[config.mk]
export PLATFORM = sky130hd
export DESIGN_NAME = ptc_regs
export DESIGN_NICKNAME = d
export VERILOG_FILES = /design/src/common/ptc_pkg.sv /design/src/rtl/ptc_regs.sv
export SDC_FILE = /design/constraint.sdc
export NUM_CORES = 1
export LEC_CHECK = 0
export ABC_CLOCK_PERIOD_IN_PS = 1750
export BUFFER_PORTS_ARGS = -buffer_cell sky130_fd_sc_hd__buf_4
export CAP_MARGIN = 20
export CELL_PAD_IN_SITES_DETAIL_PLACEMENT = 0
export CELL_PAD_IN_SITES_GLOBAL_PLACEMENT = 1
export CORE_UTILIZATION = 29
export CTS_CLUSTER_DIAMETER = 100
export DETAILED_ROUTE_END_ITERATION = 7
export GPL_ROUTABILITY_DRIVEN = 0
export PLACE_DENSITY = 0.76
export SYNTH_ARGS = -nofsm -noshare
export SYNTH_HDL_FRONTEND = slang
export SYNTH_SLANG_ARGS = --single-unit
[constraint.sdc]
create_clock -name clk_i -period 1.75 [get_ports clk_i]
set_input_delay 0.175 -clock clk_i [delete_from_list [all_inputs] [get_ports clk_i]]
set_output_delay 0.175 -clock clk_i [all_outputs]
set_load 0.05 [all_outputs]
[src/common/ptc_pkg.sv]
// Package of the power and tone command register bank.
// Assumes Wishbone classic byte addresses with one 32-bit word per register.
package ptc_pkg;
  localparam int ADR_W = 16;
  localparam int IDX_W = 12;
  // Register indices; the byte address is four times the index
  localparam logic [IDX_W-1:0] IDX_HOST_CK_HI = 12'h036;
  localparam logic [IDX_W-1:0] IDX_HOST_CK_LO = 12'h037;
  localparam logic [IDX_W-1:0] IDX_PWR_TONE = 12'h309;
  localparam logic [IDX_W-1:0] IDX_AUX_CMD = 12'h30a;
  localparam logic [IDX_W-1:0] IDX_CALC_CK_HI = 12'h50c;
  localparam logic [IDX_W-1:0] IDX_CALC_CK_LO = 12'h50d;
  // power_tone_command fields
  localparam int B_ADDR_ARM = 0;
  localparam int B_SOFT_RESET = 1;
  localparam int B_DOZE_ENTRY = 2;
  localparam int B_POWER_DOWN = 3;
  localparam int B_DOZE_TO_ACT = 4;
  localparam int B_WAKE_TONE = 5;
  localparam int B_OFF_HARD_TONE = 6;
  localparam int B_DIR_SEL = 7;
  // aux_command fields
  localparam int B_THERM_BIAS = 4;
  localparam int B_HARD_TONE = 5;
  // Reset values
  localparam logic [7:0] RST_HOST_CK_HI = 8'h2b;
  localparam logic [7:0] RST_HOST_CK_LO = 8'h89;
  localparam logic [7:0] RST_CMD = 8'h00;

  typedef enum logic [1:0] {
    ADR_IDLE = 2'b00,
    ADR_ARMED = 2'b01,
    ADR_HELD = 2'b10,
    ADR_DONE = 2'b11
  } ptc_adr_t;

  typedef struct packed {
    logic wake;
    logic doze_to_active;
    logic off_or_hard_reinit;
    logic hard_reinit;
  } ptc_tone_t;

  typedef struct packed {
    logic soft_reset;
    logic power_down;
    logic doze_entry;
  } ptc_power_t;

  typedef struct packed {
    logic ack;
    logic [31:0] dat;
    logic [7:0] host_ck_hi;
    logic [7:0] host_ck_lo;
    logic [7:0] pwr_tone;
    logic thermistor_bias_enable;
    logic hard_reinit_tone_cmd;
    ptc_adr_t adr;
    logic fwd_en;
    ptc_tone_t tone;
    ptc_power_t power;
  } ptc_state_t;
endpackage : ptc_pkg

[src/rtl/ptc_regs.sv]
// Power, tone and auxiliary command registers with checksum bytes.
// Assumes a Wishbone classic master, a checksum engine driving the computed
// checksum, and a link that flags the start and end of each received
// transaction with one-cycle pulses.
// Reads have no side effect except clearing the hard reinit tone request.
// Checksum bytes are plain flops; retention across power loss is left to the wrapper.
// Only byte lane 0 carries register data; the other lanes are ignored.
//
// Function
// - A soft reset command reloads the register defaults and its bit clears itself.
// - A soft reset command also sends a wake tone up the stack.
// - With the address arm bit set, the first received transaction is not forwarded.
// - With the address arm bit clear, every received transaction is forwarded.
// - Among power bits written together only the highest runs: soft reset, power down, doze.
// - Tones rank wake, doze to active, off or hard reinit, and any power bit beats any tone.
// - Writing the hard reinit tone bit sends that tone and a read of the register clears it.
// - The thermistor bias enable bit turns the bias regulator on or off.
// - The host checksum high byte is held in its own plain register.
// - The host checksum low byte is held in a second plain register.
// - The computed checksum high byte is readable in a read-only register.
// - The computed checksum low byte is readable in a read-only register.
`timescale 1ns/1ps
module ptc_regs
  import ptc_pkg::*;
#(
  parameter logic [7:0] HOST_CK_HI_DEF = RST_HOST_CK_HI,
  parameter logic [7:0] HOST_CK_LO_DEF = RST_HOST_CK_LO
)
(
  input wire logic clk_i,                       // System clock
  input wire logic rst_i,                       // Synchronous reset, high
  input wire logic wb_cyc_i,                    // Bus cycle
  input wire logic wb_stb_i,                    // Strobe
  input wire logic wb_we_i,                     // Write enable
  input wire logic [ADR_W-1:0] wb_adr_i,        // Byte address
  input wire logic [3:0] wb_sel_i,              // Byte lanes
  input wire logic [31:0] wb_dat_i,             // Write data
  output logic [31:0] wb_dat_o,                 // Read data
  output logic wb_ack_o,                        // Acknowledge
  input wire logic [7:0] calc_ck_hi_i,          // Computed checksum high
  input wire logic [7:0] calc_ck_lo_i,          // Computed checksum low
  input wire logic rx_start_i,                  // Received transaction starts
  input wire logic rx_end_i,                    // Received transaction ends
  output logic forward_en_o,                    // Forward received traffic
  output ptc_tone_t tone_o,                     // Tone request pulses
  output ptc_power_t power_o,                   // Power command pulses
  output logic thermistor_bias_enable_o,        // Bias regulator on
  output logic dir_sel_o,                       // Chain direction select
  output logic [7:0] host_ck_hi_o,              // Host checksum high
  output logic [7:0] host_ck_lo_o               // Host checksum low
);

  // All state lives in one registered struct
  ptc_state_t st;
  ptc_state_t next_st;

  logic req;
  logic low_lane;
  logic wr;
  logic rd;
  logic [IDX_W-1:0] idx;
  logic hit_ck_hi;
  logic hit_ck_lo;
  logic hit_pwr;
  logic hit_aux;
  logic hit_calc_hi;
  logic hit_calc_lo;
  logic [7:0] wbyte;
  logic [7:0] rbyte;
  logic pwr_any;
  logic wr_pwr;
  logic wr_aux;
  logic adr_ok;

  // Decode; upper address bits must be zero for a hit
  // Ack is registered, so a request held through its ack cycle is taken only once
  assign req = wb_cyc_i && wb_stb_i && !st.ack;
  assign low_lane = wb_sel_i[0];
  assign idx = wb_adr_i[IDX_W+1:2];
  assign adr_ok = (wb_adr_i[ADR_W-1:IDX_W+2] == '0);
  assign wr = req && wb_we_i;
  assign rd = req && !wb_we_i;
  assign hit_ck_hi = adr_ok && (idx == IDX_HOST_CK_HI);
  assign hit_ck_lo = adr_ok && (idx == IDX_HOST_CK_LO);
  assign hit_pwr = adr_ok && (idx == IDX_PWR_TONE);
  assign hit_aux = adr_ok && (idx == IDX_AUX_CMD);
  assign hit_calc_hi = adr_ok && (idx == IDX_CALC_CK_HI);
  assign hit_calc_lo = adr_ok && (idx == IDX_CALC_CK_LO);
  assign wbyte = wb_dat_i[7:0];
  assign wr_pwr = wr && low_lane && hit_pwr;
  assign wr_aux = wr && low_lane && hit_aux;
  assign pwr_any = wbyte[B_SOFT_RESET] || wbyte[B_POWER_DOWN] || wbyte[B_DOZE_ENTRY];

  // Read mux; unmapped addresses and reserved bits read as zero
  always_comb
  begin
    rbyte = 8'h00;
    if (hit_ck_hi)
    begin
      rbyte = st.host_ck_hi;
    end
    else if (hit_ck_lo)
    begin
      rbyte = st.host_ck_lo;
    end
    else if (hit_pwr)
    begin
      rbyte = st.pwr_tone;
    end
    else if (hit_aux)
    begin
      // Only the two defined bits of this register are backed by flops
      rbyte[B_THERM_BIAS] = st.thermistor_bias_enable;
      rbyte[B_HARD_TONE] = st.hard_reinit_tone_cmd;
    end
    else if (hit_calc_hi)
    begin
      // Computed checksum bytes are read live from the engine
      rbyte = calc_ck_hi_i;
    end
    else if (hit_calc_lo)
    begin
      rbyte = calc_ck_lo_i;
    end
  end

  always_comb
  begin
    next_st = st;
    // Ack answers one cycle after the request and drops next cycle even if the strobe stays up
    next_st.ack = req;
    next_st.tone = '0;
    next_st.power = '0;

    // Command bits live one cycle, then clear as their pulse goes out
    next_st.pwr_tone[B_SOFT_RESET] = 1'b0;
    next_st.pwr_tone[B_POWER_DOWN] = 1'b0;
    next_st.pwr_tone[B_DOZE_ENTRY] = 1'b0;
    next_st.pwr_tone[B_DOZE_TO_ACT] = 1'b0;
    // The two remaining tone bits clear the same way
    next_st.pwr_tone[B_WAKE_TONE] = 1'b0;
    next_st.pwr_tone[B_OFF_HARD_TONE] = 1'b0;

    // Read data is zero outside an acked read, so a stale byte never lingers on the bus
    if (rd)
    begin
      next_st.dat = {24'h000000, rbyte};
    end
    else
    begin
      next_st.dat = 32'h00000000;
    end

    // Issue pulses for the command latched in the previous cycle
    // Power bits outrank every tone; only soft reset adds its own wake tone
    if (st.pwr_tone[B_SOFT_RESET])
    begin
      next_st.power.soft_reset = 1'b1;
      next_st.tone.wake = 1'b1;
    end
    else if (st.pwr_tone[B_POWER_DOWN])
    begin
      next_st.power.power_down = 1'b1;
    end
    else if (st.pwr_tone[B_DOZE_ENTRY])
    begin
      next_st.power.doze_entry = 1'b1;
    end
    else if (st.pwr_tone[B_WAKE_TONE])
    begin
      next_st.tone.wake = 1'b1;
    end
    else if (st.pwr_tone[B_DOZE_TO_ACT])
    begin
      next_st.tone.doze_to_active = 1'b1;
    end
    else if (st.pwr_tone[B_OFF_HARD_TONE])
    begin
      next_st.tone.off_or_hard_reinit = 1'b1;
    end

    // Register writes; a multi-bit command keeps only its winner
    // Writes without byte lane 0 are acked but change nothing
    if (wr && low_lane && hit_ck_hi)
    begin
      next_st.host_ck_hi = wbyte;
    end
    if (wr && low_lane && hit_ck_lo)
    begin
      next_st.host_ck_lo = wbyte;
    end
    if (wr_pwr)
    begin
      // Direction and arm bits are plain stored bits, rewritten on every write
      next_st.pwr_tone[B_DIR_SEL] = wbyte[B_DIR_SEL];
      next_st.pwr_tone[B_ADDR_ARM] = wbyte[B_ADDR_ARM];
      if (wbyte[B_SOFT_RESET])
      begin
        next_st.pwr_tone[B_SOFT_RESET] = 1'b1;
      end
      else if (wbyte[B_POWER_DOWN])
      begin
        next_st.pwr_tone[B_POWER_DOWN] = 1'b1;
      end
      else if (wbyte[B_DOZE_ENTRY])
      begin
        next_st.pwr_tone[B_DOZE_ENTRY] = 1'b1;
      end
      else if (wbyte[B_WAKE_TONE])
      begin
        next_st.pwr_tone[B_WAKE_TONE] = 1'b1;
      end
      else if (wbyte[B_DOZE_TO_ACT])
      begin
        next_st.pwr_tone[B_DOZE_TO_ACT] = 1'b1;
      end
      else if (wbyte[B_OFF_HARD_TONE] && !pwr_any)
      begin
        next_st.pwr_tone[B_OFF_HARD_TONE] = 1'b1;
      end
    end

    // Read clears the hard reinit request; a write in the same access sets it
    // The tone pulse leaves at the write edge; the stored bit only reports the request
    if (rd && hit_aux)
    begin
      next_st.hard_reinit_tone_cmd = 1'b0;
    end
    if (wr_aux)
    begin
      next_st.thermistor_bias_enable = wbyte[B_THERM_BIAS];
      if (wbyte[B_HARD_TONE])
      begin
        next_st.hard_reinit_tone_cmd = 1'b1;
        next_st.tone.hard_reinit = 1'b1;
      end
    end

    // Auto-addressing: hold forwarding closed until the first transaction ends
    // Limitation: a transaction that starts before the armed state is reached is not the one held; forwarding still closes partway through it
    case (st.adr)
      ADR_IDLE:
      begin
        next_st.fwd_en = 1'b1;
        if (st.pwr_tone[B_ADDR_ARM])
        begin
          next_st.adr = ADR_ARMED;
          next_st.fwd_en = 1'b0;
        end
      end
      ADR_ARMED:
      begin
        // Clearing the arm bit before any traffic reopens at once
        next_st.fwd_en = 1'b0;
        if (!st.pwr_tone[B_ADDR_ARM])
        begin
          next_st.adr = ADR_IDLE;
          next_st.fwd_en = 1'b1;
        end
        else if (rx_start_i)
        begin
          next_st.adr = ADR_HELD;
        end
      end
      ADR_HELD:
      begin
        // Withhold until the end pulse of the transaction that is being held back
        next_st.fwd_en = 1'b0;
        if (rx_end_i)
        begin
          next_st.adr = ADR_DONE;
          next_st.fwd_en = 1'b1;
        end
      end
      ADR_DONE:
      begin
        // Open again; clearing the arm bit returns to idle and stays open, writing it set once more re-arms
        next_st.fwd_en = 1'b1;
        if (!st.pwr_tone[B_ADDR_ARM])
        begin
          next_st.adr = ADR_IDLE;
        end
      end
      default:
      begin
        next_st.adr = ADR_IDLE;
        next_st.fwd_en = 1'b1;
      end
    endcase

    // A fresh write of the arm bit re-arms for one more withheld transaction
    if (wr_pwr && wbyte[B_ADDR_ARM] && (st.adr == ADR_DONE))
    begin
      next_st.adr = ADR_ARMED;
      next_st.fwd_en = 1'b0;
    end

    // Soft reset reloads defaults; its pulses above still go out
    // The reload overrides any write in the same cycle
    if (st.pwr_tone[B_SOFT_RESET])
    begin
      next_st.host_ck_hi = HOST_CK_HI_DEF;
      next_st.host_ck_lo = HOST_CK_LO_DEF;
      next_st.pwr_tone = RST_CMD;
      next_st.thermistor_bias_enable = 1'b0;
      next_st.hard_reinit_tone_cmd = 1'b0;
      next_st.adr = ADR_IDLE;
      next_st.fwd_en = 1'b1;
    end
  end

  // Synchronous reset only; its values match the soft reset reload
  always_ff @(posedge clk_i)
  begin
    if (rst_i)
    begin
      st <= '0;
      st.host_ck_hi <= HOST_CK_HI_DEF;
      st.host_ck_lo <= HOST_CK_LO_DEF;
      st.pwr_tone <= RST_CMD;
      st.adr <= ADR_IDLE;
      st.fwd_en <= 1'b1;
    end
    else
    begin
      st <= next_st;
    end
  end

  // Every output is a field of the registered state
  assign wb_ack_o = st.ack;
  assign wb_dat_o = st.dat;
  assign forward_en_o = st.fwd_en;
  assign tone_o = st.tone;
  assign power_o = st.power;
  assign thermistor_bias_enable_o = st.thermistor_bias_enable;
  assign dir_sel_o = st.pwr_tone[B_DIR_SEL];
  assign host_ck_hi_o = st.host_ck_hi;
  assign host_ck_lo_o = st.host_ck_lo;

endmodule : ptc_regs

==> results.json <==
{
  "ctsHoldBuffers": 0,
  "cts_setup_buffers": 0,
  "worstSkewPairLatency_ns": 0.30,
  "grt_overflow_total": 0,
  "first_global_vias": 1937,
  "synthAdderAreaFrac_pct": 0,
  "critPathTopFamily": "simple AND/OR/NAND/NOR gates",
  "min_period_ns": 1.65,
  "synth_top_family_by_area": "simple AND/OR/NAND/NOR gates",
  "wl_per_cell_um": 13.9,
  "numPortBuffers": 80,
  "syn_to_final_growth_pct": 24.3,
  "fin_skew_ns": 0.00588,
  "slowest_delay_ns": 0.32,
  "setup_tns_ns": 0,
  "die_area_um2": 8960,
  "ctsResizeCount": 0,
  "path_cells": "nand3b_4 -> or2_4 -> nor3b_1 -> buf_4 -> mux2i_1 -> nor2_1",
  "diodes": 0,
  "core_area_um2": 8260,
  "synth_top_cell_area_share_pct": 36.2,
  "drt_iter0_drc": 86,
  "cp_slowest_cell": "dfxtp_2",
  "ff2ff_path_depth": 6,
  "syn_area_um2": 2490,
  "drive_gt1_share_pct": 35.9,
  "fin_util_pct": 37.5,
  "die_x_um": 94.7,
  "power_density_nw_per_um2": 689,
  "cts_tree": "built",
  "synth_area_leaders": "dfxtp_1 36%, buf_4 17%, mux2i_1 10%, a21oi_1 3.4%, nor2_1 3.0%",
  "r2r_slack_ns": 0.1,
  "finalMaxSlewViolations": 0,
  "synth_mux_area_share_pct": 11.4,
  "antenna_found_initial": 0,
  "grt_max_degree": 14,
  "vias_per_cell": 4.50,
  "synthSimpleGateAreaFrac_pct": 23.2,
  "ir_drop_mv": 0.319,
  "cts_buffers": 5,
  "yosys_warnings": 0,
  "seq_area_frac_synth_pct": 36.2,
  "ios": 134,
  "synth-edff-count": 0,
  "required_ns": 1.93,
  "hpwl_mm": 4.85,
  "cts.clk_slew.worst_paths_ns": 0.08,
  "synth-compound-area-share_pct": 10.6,
  "rsz0062_at_grt": "no",
  "nets": 403,
  "setup_violations": 0,
  "cts.sinks": 45,
  "drt_pass1_iterations": 4,
  "synth_xor_area_share_pct": 0,
  "cts.path.max_buffers": 2,
  "synth_ff_type": "dfxtp_1",
  "worstSetupStartpoint": "wb_ack_o",
  "track_usage_pct": 13.9,
  "min_to": "wb_ack_o",
  "fin_crit_sh_pct": 94.3,
  "route.detailed.drc": 0,
  "grt_pass1_wl_mm": 9.51,
  "synth-seq-cells": 45,
  "yosysUniqueCellTypes": 47,
  "cts_htree_levels": 2,
  "cap_violations": 0,
  "status": "finished clean",
  "initial_utilization_pct": 30.2,
  "crit_type": "reg -> reg",
  "regToRegEndpoint": "host_ck_lo_o[1]",
  "dpl_cell_area_um2": 2980,
  "num_rows": 33,
  "cts_root_buffer": "clkbuf_8",
  "hold_viol_final": 0,
  "wl_mm": 6.02,
  "route.antenna.remaining_nets": 0,
  "syn_avg_cell_area_um2": 9.33,
  "clock.fmax_mhz": 606,
  "min_path_type": "in -> reg",
  "hold_depth": 2,
  "critPathBufInv": 1,
  "cp.arrival_ns": 1.83,
  "cp_max_fo": 8,
  "yosysTopAreaCell": "dfxtp_1",
  "min_from": "rst_i",
  "synthArstFlopShare_pct": 0,
  "crit_path_end_kind": "register",
  "synthCells": 267,
  "die_y_um": 94.7,
  "r2r-start": "wb_ack_o",
  "critPathLaunchType": "register",
  "power_leakage_uw": 0.00130,
  "fin_area_um2": 3090,
  "vias": 1955
}
[worst max-delay path by stage]
stage                            endpoint  slack [ns]  cells past startpoint
after global placement              st[9]      -0.008                      7
after CTS                 host_ck_lo_o[1]        0.09                      6
after floorplan               wb_dat_o[0]        0.03                      5
after global routing      host_ck_lo_o[7]        0.02                      6
after detailed placement            st[9]       -0.02                      7
final                     host_ck_lo_o[1]         0.1                      6
[through the flow]
stage	cells	setup WS (ns)	hold slack [ns]	total power, uW
floorplan	290	0.0299	0.240	1280
global placement	426	-0.00772	0.396	1360
detailed placement	426	-0.0220	0.395	1360
CTS	434	0.0869	0.0788	2150
global route	434	0.0151	0.0823	2220
finish	434	0.0997	0.0862	2130
[sequential cells by signal (all words and copies together) (netlist names)]
register	count
host_ck_hi_o	8
wb_ack_o	1
wb_dat_o	8
forward_en_o	1
thermistor_bias_enable_o	1
power_o	3
st	10
tone_o	4
dir_sel_o	1
host_ck_lo_o	8
[layout by cell type (no fill, tap or decap), drive strengths merged, types with 3 or more instances in the layout]
master   count
and2         3
o21ai        7
nor4         3
a21oi       17
nand2       19
buf         94
o2bb2ai      6
inv          3
clkbuf       7
nand4        3
mux2i       26
dfxtp       45
nor4b        4
nor3b        5
nor3         3
or3          3
and3         3
nor2        20
nor2b        5
o22ai        7
conb        24
[cell usage after synthesis, drive strengths merged, types with 4 or more instances]
master   number
mux2i        26
o22ai         7
nor2b         5
o2bb2ai       6
a21oi        17
o21ai         7
dfxtp        45
nor2         20
clkbuf        5
nor3b         5
buf          58
nor4b         4
nand2        19
[final cells by class]
type                    count  area (um2)
clock buffers               7        86.3
clock inverters             1        30.0
fillers                   870        5160
inverters                   3        11.3
multi-input cells         179        1210
flip-flops and latches     45         902
well taps                 105         131
repair buffers             94         718
[cells by family (layout without fill, tap and decap cells)]
kind of cell / Yosys count / count (layout)
buf+inv: 66 / 105
other cells: 1 / 24
compound gates: 43 / 43
mux: 28 / 28
simple gates: 84 / 84
flops: 45 / 45
[report_power, final]
part           internal (uW)  switching, uW
clock                    465            329
combinational            109            206
sequential              1020          0.410
[metal layers]
metal	track usage (%)	share of wire, %	vias up
li1	-	-	979
met1	17.0	44	898
met5	0	0	-
met4	3.03	0.58	0
met2	23.3	46	74
met3	4.99	9.6	4
(Power assumes the default switching activity.)
